File: src/core/nio_defines.svh
// Register indices, field positions, reset values and sync depth of the nibble I/O port
`ifndef NIO_DEFINES_SVH
`define NIO_DEFINES_SVH

// ****************************************************************
// Register indices (byte address is four times the index)
// ****************************************************************
`define NIO_IDX_IRQ_MASK   10'h000
`define NIO_IDX_IRQ_STAT   10'h001
`define NIO_IDX_PA_DATA    10'h008
`define NIO_IDX_PB_DATA    10'h009
`define NIO_IDX_PC_DATA    10'h00a
`define NIO_IDX_PD_DATA    10'h00b
`define NIO_IDX_MISC_CTRL  10'h013
`define NIO_IDX_PU_SEG     10'h015
`define NIO_IDX_PIN_LEVEL  10'h016
`define NIO_IDX_PA_DIR     10'h01b
`define NIO_IDX_PB_DIR     10'h01c
`define NIO_IDX_PC_DIR     10'h01d
`define NIO_IDX_PD_DIR     10'h01e

// ****************************************************************
// Field positions
// ****************************************************************
`define NIO_BIT_ALARM_SEL  0
`define NIO_BIT_HEAVY_LOAD 1
`define NIO_BIT_LCD_OFF    2
`define NIO_BIT_PC_SEG     1
`define NIO_BIT_PD_SEG     2
`define NIO_BIT_GPULLUP    3
`define NIO_BIT_IRQ_PORT   0
`define NIO_BIT_IRQ_EXT    3

// ****************************************************************
// Reset values and timing
// ****************************************************************
`define NIO_RST_NIBBLE     4'h0
`define NIO_RST_MISC       4'h4
`define NIO_RST_PINS       16'h0000
`define NIO_RST_OE_N       16'hffff
`define NIO_SYNC_STAGES    3

`endif

File: src/core/nio_pkg.sv
// Types shared by the nibble I/O port files
package nio_pkg;

	// Pad-facing bundle: level, enable (low drives) and pull-up
	typedef struct packed {
		logic [15:0] lvl;
		logic [15:0] oe_n;
		logic [15:0] pu;
	} nio_pad_t;

	// Stored port state: data and direction, four nibbles each
	typedef struct packed {
		logic [15:0] data;
		logic [15:0] dir;
	} nio_port_t;

endpackage

File: src/core/nio_port.sv
// Four-nibble bidirectional I/O port with APB registers and low-level interrupts
`timescale 1ns/1ps
`default_nettype none
`include "nio_defines.svh"

module nio_port
	import nio_pkg::*;
#(
	parameter bit SINGLE_SUPPLY    = 1'b0,
	parameter bit PD_HI_INPUT_ONLY = 1'b0
) (
	// Clock and reset
	input  wire logic        CLK_I,
	input  wire logic        SRST_I,
	// APB slave
	input  wire logic        PSEL_I,
	input  wire logic        PENABLE_I,
	input  wire logic        PWRITE_I,
	input  wire logic [11:0] PADDR_I,
	input  wire logic [31:0] PWDATA_I,
	output logic      [31:0] PRDATA_O,
	output logic             PREADY_O,
	output logic             PSLVERR_O,
	// Alternate functions
	input  wire logic        ALARM_I,
	input  wire logic [7:0]  SEG_I,
	// Pads
	input  wire logic [15:0] PIO_I,
	output logic      [15:0] PIO_O,
	output logic      [15:0] PIO_OE_N_O,
	output logic      [15:0] PIO_PU_O,
	// Interrupt
	output logic             IRQ_O
);

	// ****************************************************************
	// Declarations
	// ****************************************************************
	nio_port_t   port_reg;
	logic [3:0]  misc_reg;
	logic [3:0]  puseg_reg;
	logic [3:0]  mask_reg;
	logic [3:0]  stat_reg;
	logic [15:0] lvl;
	nio_pad_t    pad_next;
	logic        setup;
	logic        wr_acc;
	logic [31:0] rdata_next;
	logic        map_ok;
	logic        pc_seg;
	logic        pd_seg;
	logic [15:0] seg_pin;
	logic        port_evt;
	logic        ext_evt;
	logic [3:0]  evt;

	// Index match on an aligned word address
	function automatic logic hit(input logic [11:0] addr, input logic [9:0] idx);
		hit = (addr[11:2] == idx) && (addr[1:0] == 2'b00);
	endfunction

	// Nibble selection from a 16-bit vector
	function automatic logic [3:0] nib(input logic [15:0] v, input int n);
		nib = v[4*n +: 4];
	endfunction

	// ****************************************************************
	// Pin synchroniser
	// ****************************************************************
	nio_sync u_sync (
		.clk_i  (CLK_I),
		.srst_i (SRST_I),
		.pin_i  (PIO_I),
		.lvl_o  (lvl)
	);

	// ****************************************************************
	// APB slave
	// ****************************************************************
	assign setup  = PSEL_I && !PENABLE_I;
	assign wr_acc = PSEL_I && PENABLE_I && PREADY_O && PWRITE_I;

	always_comb begin
		rdata_next = 32'h0000_0000;
		map_ok     = 1'b1;
		if (hit(PADDR_I, `NIO_IDX_PA_DATA)) begin
			rdata_next[3:0] = nib(port_reg.data, 0);
		end else if (hit(PADDR_I, `NIO_IDX_PB_DATA)) begin
			rdata_next[3:0] = nib(port_reg.data, 1);
		end else if (hit(PADDR_I, `NIO_IDX_PC_DATA)) begin
			rdata_next[3:0] = nib(port_reg.data, 2);
		end else if (hit(PADDR_I, `NIO_IDX_PD_DATA)) begin
			rdata_next[3:0] = nib(port_reg.data, 3);
		end else if (hit(PADDR_I, `NIO_IDX_PA_DIR)) begin
			rdata_next[3:0] = nib(port_reg.dir, 0);
		end else if (hit(PADDR_I, `NIO_IDX_PB_DIR)) begin
			rdata_next[3:0] = nib(port_reg.dir, 1);
		end else if (hit(PADDR_I, `NIO_IDX_PC_DIR)) begin
			rdata_next[3:0] = nib(port_reg.dir, 2);
		end else if (hit(PADDR_I, `NIO_IDX_PD_DIR)) begin
			rdata_next[3:0] = nib(port_reg.dir, 3);
		end else if (hit(PADDR_I, `NIO_IDX_MISC_CTRL)) begin
			rdata_next[3:0] = misc_reg;
		end else if (hit(PADDR_I, `NIO_IDX_PU_SEG)) begin
			rdata_next[3:0] = puseg_reg;
		end else if (hit(PADDR_I, `NIO_IDX_IRQ_MASK)) begin
			rdata_next[3:0] = mask_reg;
		end else if (hit(PADDR_I, `NIO_IDX_IRQ_STAT)) begin
			rdata_next[3:0] = stat_reg;
		end else if (hit(PADDR_I, `NIO_IDX_PIN_LEVEL)) begin
			rdata_next[15:0] = lvl;
		end else begin
			map_ok = 1'b0;
		end
	end

	// Answer prepared in setup, seen at the first access edge
	always_ff @(posedge CLK_I) begin
		if (SRST_I) begin
			PREADY_O  <= 1'b0;
			PSLVERR_O <= 1'b0;
			PRDATA_O  <= 32'h0000_0000;
		end else if (setup) begin
			PREADY_O  <= 1'b1;
			PSLVERR_O <= !map_ok;
			PRDATA_O  <= PWRITE_I ? 32'h0000_0000 : rdata_next;
		end else begin
			PREADY_O  <= 1'b0;
			PSLVERR_O <= 1'b0;
		end
	end

	// ****************************************************************
	// Port data and direction
	// ****************************************************************
	always_ff @(posedge CLK_I) begin
		if (SRST_I) begin
			port_reg.data <= `NIO_RST_PINS;
			port_reg.dir  <= `NIO_RST_PINS;
		end else if (wr_acc) begin
			for (int n = 0; n < 4; n++) begin
				if (hit(PADDR_I, `NIO_IDX_PA_DATA + 10'(n))) begin
					port_reg.data[4*n +: 4] <= PWDATA_I[3:0];
				end
				if (hit(PADDR_I, `NIO_IDX_PA_DIR + 10'(n))) begin
					port_reg.dir[4*n +: 4] <= PWDATA_I[3:0];
				end
			end
		end
	end

	// ****************************************************************
	// Control registers
	// ****************************************************************
	always_ff @(posedge CLK_I) begin
		if (SRST_I) begin
			misc_reg  <= `NIO_RST_MISC;
			puseg_reg <= `NIO_RST_NIBBLE;
			mask_reg  <= `NIO_RST_NIBBLE;
		end else if (wr_acc) begin
			if (hit(PADDR_I, `NIO_IDX_MISC_CTRL)) begin
				misc_reg <= {1'b0, PWDATA_I[2:0]};
			end
			if (hit(PADDR_I, `NIO_IDX_PU_SEG)) begin
				puseg_reg <= {PWDATA_I[3:1], 1'b0};
			end
			if (hit(PADDR_I, `NIO_IDX_IRQ_MASK)) begin
				mask_reg <= PWDATA_I[3:0] & 4'h9;
			end
		end
	end

	// ****************************************************************
	// Pad drive
	// ****************************************************************
	assign pc_seg = puseg_reg[`NIO_BIT_PC_SEG];
	assign pd_seg = puseg_reg[`NIO_BIT_PD_SEG];

	always_comb begin
		seg_pin = 16'h0000;
		if (pc_seg) begin
			seg_pin[11:8] = 4'hf;
		end
		if (pd_seg) begin
			seg_pin[15:12] = PD_HI_INPUT_ONLY ? 4'h3 : 4'hf;
		end
	end

	always_comb begin
		for (int i = 0; i < 16; i++) begin
			pad_next.lvl[i]  = port_reg.data[i];
			pad_next.oe_n[i] = !port_reg.dir[i];
			pad_next.pu[i]   = puseg_reg[`NIO_BIT_GPULLUP] && port_reg.data[i] && !port_reg.dir[i];
			if (seg_pin[i]) begin
				pad_next.lvl[i]  = SEG_I[i[2:0]];
				pad_next.oe_n[i] = 1'b0;
				pad_next.pu[i]   = 1'b0;
			end
		end
		if (PD_HI_INPUT_ONLY) begin
			pad_next.oe_n[15:14] = 2'b11;
		end
		if (misc_reg[`NIO_BIT_ALARM_SEL]) begin
			pad_next.lvl[2:1]  = {2{ALARM_I}};
			pad_next.oe_n[2:1] = 2'b00;
			pad_next.pu[2:1]   = 2'b00;
		end
	end

	always_ff @(posedge CLK_I) begin
		if (SRST_I) begin
			PIO_O      <= `NIO_RST_PINS;
			PIO_OE_N_O <= `NIO_RST_OE_N;
			PIO_PU_O   <= `NIO_RST_PINS;
		end else begin
			PIO_O      <= pad_next.lvl;
			PIO_OE_N_O <= pad_next.oe_n;
			PIO_PU_O   <= pad_next.pu;
		end
	end

	// ****************************************************************
	// Interrupt requests
	// ****************************************************************
	assign port_evt = |(~lvl[7:4] & ~port_reg.dir[7:4])
		| (!pc_seg && |(~lvl[11:8] & ~port_reg.dir[11:8]));
	assign ext_evt = !lvl[0] && (!SINGLE_SUPPLY || (!port_reg.dir[0] && port_reg.data[0]));
	assign evt = {ext_evt, 2'b00, port_evt};

	// Sticky flags, write one clears, a new event wins over the clear
	always_ff @(posedge CLK_I) begin
		if (SRST_I) begin
			stat_reg <= `NIO_RST_NIBBLE;
		end else if (wr_acc && hit(PADDR_I, `NIO_IDX_IRQ_STAT)) begin
			stat_reg <= (stat_reg & ~PWDATA_I[3:0]) | evt;
		end else begin
			stat_reg <= stat_reg | evt;
		end
	end

	always_ff @(posedge CLK_I) begin
		if (SRST_I) begin
			IRQ_O <= 1'b0;
		end else begin
			IRQ_O <= |(stat_reg & mask_reg);
		end
	end
endmodule
`default_nettype wire

File: src/core/nio_sync.sv
// Three-stage pin synchroniser with agreement filter
`timescale 1ns/1ps
`default_nettype none
`include "nio_defines.svh"

module nio_sync
	import nio_pkg::*;
(
	// Clock and reset
	input  wire logic        clk_i,
	input  wire logic        srst_i,
	// Raw pins and filtered levels
	input  wire logic [15:0] pin_i,
	output logic      [15:0] lvl_o
);

	logic [15:0] s1_reg;
	logic [15:0] s2_reg;
	logic [15:0] s3_reg;

	// Stage chain
	always_ff @(posedge clk_i) begin
		if (srst_i) begin
			s1_reg <= `NIO_RST_OE_N;
			s2_reg <= `NIO_RST_OE_N;
			s3_reg <= `NIO_RST_OE_N;
		end else begin
			s1_reg <= pin_i;
			s2_reg <= s1_reg;
			s3_reg <= s2_reg;
		end
	end

	// Change counts once stages two and three agree
	always_ff @(posedge clk_i) begin
		if (srst_i) begin
			lvl_o <= `NIO_RST_OE_N;
		end else begin
			for (int i = 0; i < 16; i++) begin
				if (s2_reg[i] == s3_reg[i]) begin
					lvl_o[i] <= s3_reg[i];
				end
			end
		end
	end

endmodule
`default_nettype wire

File: config.mk
export PLATFORM = sky130hd
export DESIGN_NAME = nio_port
export DESIGN_NICKNAME = d
export VERILOG_FILES = /design/src/core/nio_pkg.sv /design/src/core/nio_port.sv /design/src/core/nio_sync.sv
export VERILOG_INCLUDE_DIRS = /design/src /design/src/core
export SDC_FILE = /design/constraint.sdc
export NUM_CORES = 1
export LEC_CHECK = 0
export BUFFER_PORTS_ARGS = -buffer_cell sky130_fd_sc_hd__buf_2
export CORE_MARGIN = 8
export CORE_UTILIZATION = 53
export DETAILED_ROUTE_END_ITERATION = 16
export PLACE_DENSITY = 0.79
export SYNTH_ARGS = -nofsm -noshare
export SYNTH_HDL_FRONTEND = slang
export SYNTH_SLANG_ARGS = --single-unit
File: constraint.sdc
create_clock -name CLK_I -period 2.8 [get_ports CLK_I]
set_clock_uncertainty 0.1 [all_clocks]
set_input_delay 0.28 -clock CLK_I [delete_from_list [all_inputs] [get_ports CLK_I]]
set_output_delay 0.28 -clock CLK_I [all_outputs]
set_load 0.005 [all_outputs]
**Word level (Yosys, flattened, before mapping)**

Cells that the tools add are included.

- Register bits: 191
- Logic and storage cells: 246
- Output and inout bits: 83
- Input bits: 74

- Mux-type cells: 61
- Bitwise gates (word level): 13
- Eq/ne operators: 28
- Reductions and logical operators: 97

Operators with widths:

| cell | count |
|---|---|
| 12-bit 2-to-1 mux | 12 |
| 10-bit by 5-bit == test with 1-bit output, second input constant | 7 |
| 4-bit 2-to-1 mux | 15 |
| 1-bit logical AND | 51 |
| 10-bit by 4-bit == test with 1-bit output, second input constant | 4 |
| 16-bit 2-to-1 mux | 2 |
| 1-bit 2-to-1 mux | 30 |
| 2-bit AND reduction | 11 |
| 1-bit zero test | 20 |
| 4-bit inverter | 5 |
| 2-bit OR reduction | 10 |
| 4-bit bitwise AND | 4 |
| 1-bit == test | 16 |
| 4-bit OR reduction | 3 |
| 10-bit by 1-bit == test with 1-bit output, second input constant | 1 |
| 10-bit zero test | 1 |
| 4-bit OR | 2 |
| 2-bit 2-to-1 mux | 2 |
| 2-bit zero test | 1 |
| 1-bit inverter | 1 |
| 1-bit OR | 1 |

**Longest topological paths before layout**

Gate-level depths: netlist of the first run.

- Word-level depth: 16
- Gate-level depth with buffers: 8
- Depth with buffers taken out: 6

**Cells and area by module**

Synthesis of the first run repeated with hierarchy kept, for this count alone.

- Cell total of the unflattened synthesis: 704
- Area, all modules: 6710.2 um^2

By module, submodules not included:

| module | sequential area each (um^2) | area an instance (um^2) | instances | cells each |
|---|---|---|---|---|
| nio_port | 2222.1 | 4795.8 | 1 | 537 |
| nio_sync | 1281.2 | 1914.3 | 1 | 167 |

**Worst setup path after synthesis of the first run**

OpenSTA, ideal clock, no wires.

- Path type: input port to flip-flop
- Start point: input PADDR_I[11]
- End point: register misc_reg[2]
- Data arrival time: 2.185 ns
- Buffers on the path: 2
- Data required time: 2.580 ns
- Path slack: 0.395 ns
- Stages on the path: 6
- Library setup time: 0.120 ns
- Cells stage by stage: or4_1 -> buf_2 -> or4_4 -> or3_1 -> buf_2 -> a211o_1

- Longest elaborated chain between the ends: 3

RTL lines:

| what | line | text |
|---|---|---|
| from (decl) | nio_port.sv:19 | `input wire logic [11:0] PADDR_I,` |
| 10-bit by 5-bit == test with 1-bit output | nio_port.sv:59 | `hit = (addr[11:2] == idx) && (addr[1:0] == 2'b00);` |
| 1-bit logical AND | nio_port.sv:59 |  |
| 2-bit AND reduction (no line) | - |  |
| to (signal assigned) | nio_port.sv:157 | `` misc_reg <= `NIO_RST_MISC; `` |
| to (signal assigned) | nio_port.sv:162 | `misc_reg <= {1'b0, PWDATA_I[2:0]};` |
| to (decl) | nio_port.sv:40 | `logic [3:0] misc_reg;` |

Every way passes these cells.
A chain may end at the register's enable or synchronous reset.

**Worst setup path in the final report of the first run**

- Start point: input PADDR_I[11]
- End point: register PRDATA_O[3]

- Longest elaborated chain between the ends: 16
- Elaborated cells on any way between the ends: 40
- Classes of those cells: eq/ne (12); mux (14); reduce/logical (14)

RTL lines:

| what | line | text |
|---|---|---|
| 10-bit by 5-bit == test with 1-bit output | nio_port.sv:59 |  |
| 1-bit logical AND | nio_port.sv:59 |  |
| 16-bit 2-to-1 mux | nio_port.sv:110 | `` end else if (hit(PADDR_I, `NIO_IDX_PIN_LEVEL)) begin `` |
| 4-bit 2-to-1 mux | nio_port.sv:108 | `` end else if (hit(PADDR_I, `NIO_IDX_IRQ_STAT)) begin `` |
| 4-bit 2-to-1 mux | nio_port.sv:106 | `` end else if (hit(PADDR_I, `NIO_IDX_IRQ_MASK)) begin `` |
| 4-bit 2-to-1 mux | nio_port.sv:104 | `` end else if (hit(PADDR_I, `NIO_IDX_PU_SEG)) begin `` |
| 4-bit 2-to-1 mux | nio_port.sv:102 | `` end else if (hit(PADDR_I, `NIO_IDX_MISC_CTRL)) begin `` |
| 4-bit 2-to-1 mux | nio_port.sv:100 | `` end else if (hit(PADDR_I, `NIO_IDX_PD_DIR)) begin `` |
| 4-bit 2-to-1 mux | nio_port.sv:98 | `` end else if (hit(PADDR_I, `NIO_IDX_PC_DIR)) begin `` |
| 4-bit 2-to-1 mux | nio_port.sv:96 | `` end else if (hit(PADDR_I, `NIO_IDX_PB_DIR)) begin `` |
| 4-bit 2-to-1 mux | nio_port.sv:94 | `` end else if (hit(PADDR_I, `NIO_IDX_PA_DIR)) begin `` |
| 4-bit 2-to-1 mux | nio_port.sv:92 | `` end else if (hit(PADDR_I, `NIO_IDX_PD_DATA)) begin `` |
| 4-bit 2-to-1 mux | nio_port.sv:90 | `` end else if (hit(PADDR_I, `NIO_IDX_PC_DATA)) begin `` |
| 4-bit 2-to-1 mux | nio_port.sv:88 | `` end else if (hit(PADDR_I, `NIO_IDX_PB_DATA)) begin `` |
| 4-bit 2-to-1 mux * | nio_port.sv:86 | `` if (hit(PADDR_I, `NIO_IDX_PA_DATA)) begin `` |
| 16-bit 2-to-1 mux * | nio_port.sv:126 | `PRDATA_O <= PWRITE_I ? 32'h0000_0000 : rdata_next;` |
| to (signal assigned) | nio_port.sv:126 |  |
| to (decl) | nio_port.sv:21 | `output logic [31:0] PRDATA_O,` |

Every way passes the cells marked *; elsewhere a longest branch is shown, timed or not.

==> results of run 1 <==
==> logic make-up after synthesis <==
logic type	synth area share, %
AOI/OAI and AO/OA	14.16
buffers and inverters	5.165
and+or+nand+nor	20.96
muxes	6.289
DFF	53.36
other	0.05712
==> per-stage QoR <==
stage / area, um2 / cells / setup slack, ps / hold WS, ps / utilization, %
finish: 8089 / 988 / 569.3 / 19.26 / 67.06
global route: 8089 / 988 / 458.3 / 40.11 / 67.06
CTS: 8089 / 988 / 618.6 / 4.796 / 67.06
detailed placement: 7248 / 932 / 159.5 / 293.2 / 60.09
global placement: 7248 / 932 / 225.3 / 290.7 / 60.09
floorplan: 6621 / 696 / 395.3 / 283.8 / -
==> critical path: cells and delay by family <==
family / cells / cell delay (ps)
and+or+nand+nor: 5 / 1940
buffers and inverters: 1 / 90
AOI/OAI and AO/OA: 1 / 170
==> layer usage <==
layer | track usage [%] | vias up | part of all wire, %
met5 | 0 | - | 0
met4 | 8.467 | 0 | 2.3
met3 | 5.657 | 22 | 5.6
met2 | 36.00 | 155 | 49
met1 | 25.04 | 2461 | 44
li1 | - | 2582 | -
==> cell usage in the layout, fill, tap and decap left out, types with 3 or more instances in the layout <==
master	instances
dlygate4sd3_1	24
mux2i_1	39
inv_1	10
o21a_1	3
o21bai_1	26
nor3b_1	7
or2_2	49
a21oi_1	41
conb_1	16
nor3_2	4
nor3_1	4
dfxtp_1	175
or3_1	4
buf_2	111
nand2b_1	18
nor4b_1	9
o22ai_1	6
buf_4	19
nor2_1	82
nand2_1	30
nor2b_1	12
o32ai_1	5
nand3b_1	3
nor4_1	8
nand4_1	6
a22oi_1	19
clkbuf_16	17
o21ai_0	22
clkbuf_8	3
==> layout make-up <==
type                            instances  area, um2  area share [%]
Clock inverter                         10      126.4           1.562
Multi-Input combinational cell        448       2779           34.35
Inverter                               10      37.54          0.4640
Timing Repair Buffer                  155      958.4           11.85
Sequential cell                       175       3503           43.31
Tap cell                              168      210.2           2.599
Clock buffer                           22      474.2           5.862
==> Yosys cell counts (all sizes together), types with 2 or more instances <==
cell	number
clkbuf	40
nand3b	3
mux2i	39
or2	49
o21a	3
or3	4
nand2b	18
a22oi	19
mux2	2
inv	10
nor4b	10
o21ai	22
nor3b	7
nand4	6
a41oi	2
dfxtp	175
or4	2
nor2	83
nand2	30
o31a	2
o22ai	6
nand3	2
a21oi	41
buf	23
a211o	2
o32ai	5
nor2b	12
a22o	2
nor3	8
nor4	10
o21bai	26
==> report_power, final <==
group | internal, mW | switching (mW) | total (mW) | leakage [nW]
combinational | 0.105 | 0.135 | 0.240 | 1.52
sequential | 2.52 | 0.0122 | 2.53 | 1.42
clock | 1.40 | 0.994 | 2.39 | 0.289
==> worst paths after layout <==
kind	slack [ps]	to	cells past startpoint
worst min register to register	310	u_sync.s2_reg[10]$_SDFF_PP1_	1
worst max-delay path	570	PRDATA_O[3]$_SDFFE_PP0P_	7
worst max register to register	910	port_reg[8]$_SDFFE_PP0P_	5
worst min-delay path	20	PIO_O[1]$_SDFF_PP0_	3
==> reports/qor.csv, run 1 <==
stage,metric,value,unit
clock_network,ctsResizeCount,0,
synth,synth_seq_cells,175,
run,maxCapViolations,0,
final_layout,n_antenna_cell,0,
placed_design,dpl.hpwl,12170,um
die,die_area,16200,um2
grt,grt_max_degree,81,
grt,antenna_found_initial,0,
clock_network,cts_buffers,17,
clock_network,cts.sinks,175,
synth,synth_top_area_share,53.36,%
hold_path,hold_class,in2reg,
clock_network,worstSkewPairLatency,430,ps
grt,grt_pass1_vias,5093,
timing,slew_violations,0,
routing,routedWlPerCell,17.58,um
power_and_ir_drop,finalPower,5.163,mW
clock_network,clkTransAtPathRegs,60,ps
setup_path,cp.arrival,2490,ps
setup_path,end_kind,register,
synth,synth_cells,681,
setup_path,r2r-start,PREADY_O$_SDFF_PP0_,
die,rows,40,
setup_path,startpoint_type,input pin,
power_and_ir_drop,power_density,638.3,nW/um2
timing,min_period,2231,ps
die,io_pins,157,
outcome,status,"complete, no violations",
setup_path,slowest_delay,650,ps
placed_design,port_buffers,112,
setup_path,crit_chain,buf_2 -> or4_1 -> or2_2 -> nor4_1 -> nand2_1 -> and3_1 -> a22oi_1,
timing,max_slew_margin,46.90,%
die,core,12060,um2
synth,ys_seq_area_share,53.36,%
grt,grt_use_total,21.23,%
routing,drt_pass1_iterations,5,
final_layout,nFillCells,968,
timing,final.setup.tns,0,ps
final_layout,synthToLayoutAreaGrowth,23.21,%
clock_network,postCtsSetupRepairBufs,0,
clock_network,htree_levels,4,
synth,ys.flop_type,dfxtp_1,
routing,postRouteWirelength,17370,um
setup_path,cp_slowest_cell,or4_1,
grt,grt_first_pass_wirelength,26650,um
routing,via_per_inst,5.283,
placed_design,place.gp.congestion,0.9309,
power_and_ir_drop,peakVddDrop,0.4924,mV
grt,grt_remaining_overflow,0,
clock_network,clk_path_buf_depth,2,
timing,worstMarginPinSlew,796.5,ps
timing,fmax,0.4483,GHz
clock_network,cts_hold_buf,24,
routing,vias,5220,
setup_path,critPathKind,in2reg,
timing,fin_crit_sh,79.67,%
timing,rsz0062_at_grt,false,
setup_path,crit_start,PADDR_I[11],
final_layout,layout-drive-gt1-share,27.07,%
die,die_h,127.3,um
synth,yosys_warnings,0,
synth,yosys.area.top_type,dfxtp_1,
setup_path,worstPathRequired,3050,ps
routing,ant_nets,0,
power_and_ir_drop,p_leak,3.233,nW
timing,finalSetupViolCount,0,
clock_network,cts-root-buf,clkbuf_16,
routing,drc,0,
routing,drt_iter0_markers,331,
die,start_util,54.43,%
setup_path,cp_max_fo,11,
synth,synth_area,6565,um2
final_layout,largest_reg_flops,26,
die,die_w,127.3,um
clock_network,tritoncts,built,
synth,synth-edff-count,0,
synth,synth_area_leaders,"dfxtp_1, mux2i_1, nor2_1",
synth,synth.avg_cell_area,9.640,um2
timing,hold_viol,0,
final_layout,finalNetCount,881,
synth,async_flop_share,0,%
synth,yosysUniqueCellTypes,56,
hold_path,min_from,ALARM_I,
Power figures use the tool's default switching activity.
==> run 2: changes to the inputs <==
--- a/config.mk
+++ b/config.mk
@@ -6,11 +6,12 @@
 export SDC_FILE = /design/constraint.sdc
 export NUM_CORES = 1
 export LEC_CHECK = 0
+export ABC_AREA = 1
 export BUFFER_PORTS_ARGS = -buffer_cell sky130_fd_sc_hd__buf_2
 export CORE_MARGIN = 8
-export CORE_UTILIZATION = 53
+export CORE_UTILIZATION = 48
 export DETAILED_ROUTE_END_ITERATION = 16
-export PLACE_DENSITY = 0.79
+export PLACE_DENSITY = 0.76
 export SYNTH_ARGS = -nofsm -noshare
 export SYNTH_HDL_FRONTEND = slang
 export SYNTH_SLANG_ARGS = --single-unit
==> constraint.sdc (replaced) <==
create_clock -name CLK_I -period 2 [get_ports CLK_I]
set_clock_uncertainty 0.1 [all_clocks]
set_input_delay 0.2 -clock CLK_I [delete_from_list [all_inputs] [get_ports CLK_I]]
set_output_delay 0.2 -clock CLK_I [all_outputs]
set_load 0.005 [all_outputs]
==> run 2 against run 1 <==
  * Total power increased by 36%
  * Die area is 6.2% higher
  * Worst hold slack improved by 51 ps
  * Area after synthesis is 3.0% lower
  * Via count grew 2.4%
  * Count of clock-buffer cells in the layout shrank 2
  * Largest cell class unchanged
  * Critical path type unchanged
  * Final area shrank 1.6%
  * First-iteration DRC count grew 18%
==> reports/qor.csv, run 2 <==
stage,metric,value,unit
outcome,status,"complete, no violations",
die,rows,42,
grt,grt_pass1_vias,5147,
grt,grt_remaining_overflow,0,
synth,ys_seq_area_share,54.99,%
final_layout,n_antenna_cell,0,
power_and_ir_drop,power_density,884.0,nW/um2
power_and_ir_drop,peakVddDrop,0.5130,mV
clock_network,clkTransAtPathRegs,60,ps
routing,drc,0,
die,die_h,131.2,um
routing,ant_nets,0,
timing,min_period,1814,ps
die,io_pins,157,
grt,grt_max_degree,69,
placed_design,port_buffers,112,
routing,drt_pass1_iterations,5,
clock_network,worstSkewPairLatency,420,ps
die,core,13090,um2
synth,synth_top_area_share,54.99,%
synth,yosysUniqueCellTypes,36,
setup_path,crit_top_cell,nor2_1,
synth,synth-edff-count,0,
synth,async_flop_share,0,%
grt,grt_use_total,18.10,%
final_layout,layout-drive-gt1-share,24.89,%
die,die_area,17220,um2
synth,yosys.area.top_type,dfxtp_1,
clock_network,cts_buffers,17,
grt,antenna_found_initial,0,
clock_network,cts-root-buf,clkbuf_16,
clock_network,clk_path_buf_depth,2,
setup_path,crit_chain,dlygate4sd3_1 -> buf_2 -> nor2_1 -> clkinv_1 -> nor2_1 -> nor4b_1 -> buf_4,
synth,synth.avg_cell_area,8.307,um2
setup_path,end_kind,register,
setup_path,path_buf_inv,4,
routing,routedWlPerCell,14.02,um
clock_network,ctsResizeCount,0,
final_layout,stdcell_area,7958,um2
synth,synth_area,6371,um2
setup_path,cp_slowest_cell,nor4b_1,
power_and_ir_drop,p_leak,3.331,nW
synth,ys.flop_type,dfxtp_1,
setup_path,critical_path.top_delay_family,buffers and inverters,
timing,fmax,0.5511,GHz
setup_path,cp.arrival,2080,ps
final_layout,most-common-layout-cells,"dfxtp_1, buf_2, nand2_1, o21ai_0, inv_1",
die,die_w,131.2,um
final_layout,final_common_cell,dfxtp_1,
synth,yosys_warnings,0,
timing,rsz0062_at_grt,false,
routing,postRouteWirelength,15420,um
clock_network,htree_levels,4,
final_layout,finalNetCount,985,
synth,yosysMostFrequentCell,dfxtp_1,
timing,hold_viol,0,
hold_path,hold_class,in2reg,
placed_design,place.gp.congestion,0.8937,
timing,slew_violations,0,
clock_network,cts.sinks,175,
routing,via_per_inst,4.859,
timing,final.setup.tns,0,ps
timing,worstMarginPinSlew,616.0,ps
final_layout,synthToLayoutAreaGrowth,24.90,%
setup_path,slowest_delay,560,ps
synth,ys_top_cells_by_count,"dfxtp_1, nand2_1, inv_1, o21ai_0, a21oi_1",
synth,synth_cells,767,
final_layout,nFillCells,1106,
synth,synth_seq_cells,175,
setup_path,critPathKind,in2reg,
routing,drt_iter0_markers,391,
routing,vias,5345,
timing,fin_crit_sh,90.72,%
placed_design,dpl.hpwl,10870,um
die,start_util,48.69,%
setup_path,cp_max_fo,3,
timing,max_slew_margin,58.36,%
synth,synth_area_leaders,"dfxtp_1, o21ai_0, nand2_1",
placed_design,postPlaceCellArea,7111,um2
setup_path,worstPathRequired,2270,ps
final_layout,largest_reg_flops,26,
clock_network,tritoncts,built,
run,maxCapViolations,0,
grt,grt_first_pass_wirelength,25380,um
setup_path,startpoint_type,input pin,
timing,finalSetupViolCount,0,
-- run 2: cell types whose count changed after synthesis, sizes merged, moves of 25 or more --
cell,change
nor2,-41
mux2i,-39
nand2,+79
o21bai,-25
a21oi,+38
inv,+85
o21ai,+72
-- run 2: path summary, 6_finish.rpt --
kind,cells past startpoint,slack [ps],end,from
setup / recovery,7,190,PSLVERR_O$_SDFF_PP0_,PENABLE_I
hold / removal,5,70,PREADY_O$_SDFF_PP0_,PSEL_I
setup reg to reg,5,400,puseg_reg[2]$_SDFFE_PP0P_,PREADY_O$_SDFF_PP0_
hold reg to reg,1,310,u_sync.s2_reg[12]$_SDFF_PP1_,u_sync.s1_reg[12]$_SDFF_PP1_
-- run 2: repair_timing --
item | in CTS | in global routing
endpoints found under the hold margin | 27 | 0
buffers inserted | 0 | 0
hold buffers | 26 | 0
-- run 2: area by class of cell --
cell class | instances | area [um2] | area share (%)
clock buffer | 20 | 456.7 | 5.739
multi-input combinational | 464 | 2316 | 29.10
sequential | 175 | 3503 | 44.03
timing repair buffer | 155 | 960.9 | 12.08
inverter | 98 | 370.4 | 4.654
tap | 176 | 220.2 | 2.767
clock inverter | 12 | 130.1 | 1.635
-- run 2: cell families (layout without fill, tap and decap cells) --
kind of cell,after synthesis,after routing,synth area share [%]
buffers and inverters,143,285,9.544
flip-flops,175,175,54.99
AND/OR/NAND/NOR,265,265,20.62
other,1,16,0.05886
AO/OA/AOI/OAI,183,183,14.79
-- run 2: per-layer routing --
| layer | wire (um) | vias up | track usage (%) | part of all wire [%] |
|---|---|---|---|---|
| li1 | - | 2764 | - | - |
| met1 | 6459 | 2365 | 20.50 | 42 |
| met2 | 7418 | 184 | 30.35 | 48 |
| met3 | 1157 | 32 | 5.945 | 7.5 |
| met4 | 388 | 0 | 8.328 | 2.5 |
| met5 | 0 | - | 0 | 0 |
-- run 2: per-stage QoR --
stage	hold slack (ps)	total power, mW	std cells	setup WS [ps]	utilization (%)
6_report	70.58	7.035	1100	185.6	60.81
5_1_grt	66.83	7.317	1100	177.3	60.81
4_1_cts	48.83	7.093	1100	311.3	60.81
3_5_place_dp	284.5	3.860	1042	-4.827	54.34
3_3_place_gp	283.8	3.857	1042	26.16	54.34
2_1_floorplan	203.8	3.782	782	415.7	-
-- run 2: worst register-to-register path: stages (launching register included) --
cell and delay [ps]:
dfxtp_1 320, nand4_1 180, inv_1 270, nand3_1 290, o21ai_0 260, a21oi_1 60
-- run 2: power by group --
| group | total (mW) | internal, mW | switching [mW] | leakage (nW) |
|---|---|---|---|---|
| Combinational | 0.283 | 0.127 | 0.156 | 1.62 |
| Clock | 3.21 | 1.82 | 1.39 | 0.288 |
| Sequential | 3.54 | 3.53 | 0.0159 | 1.42 |
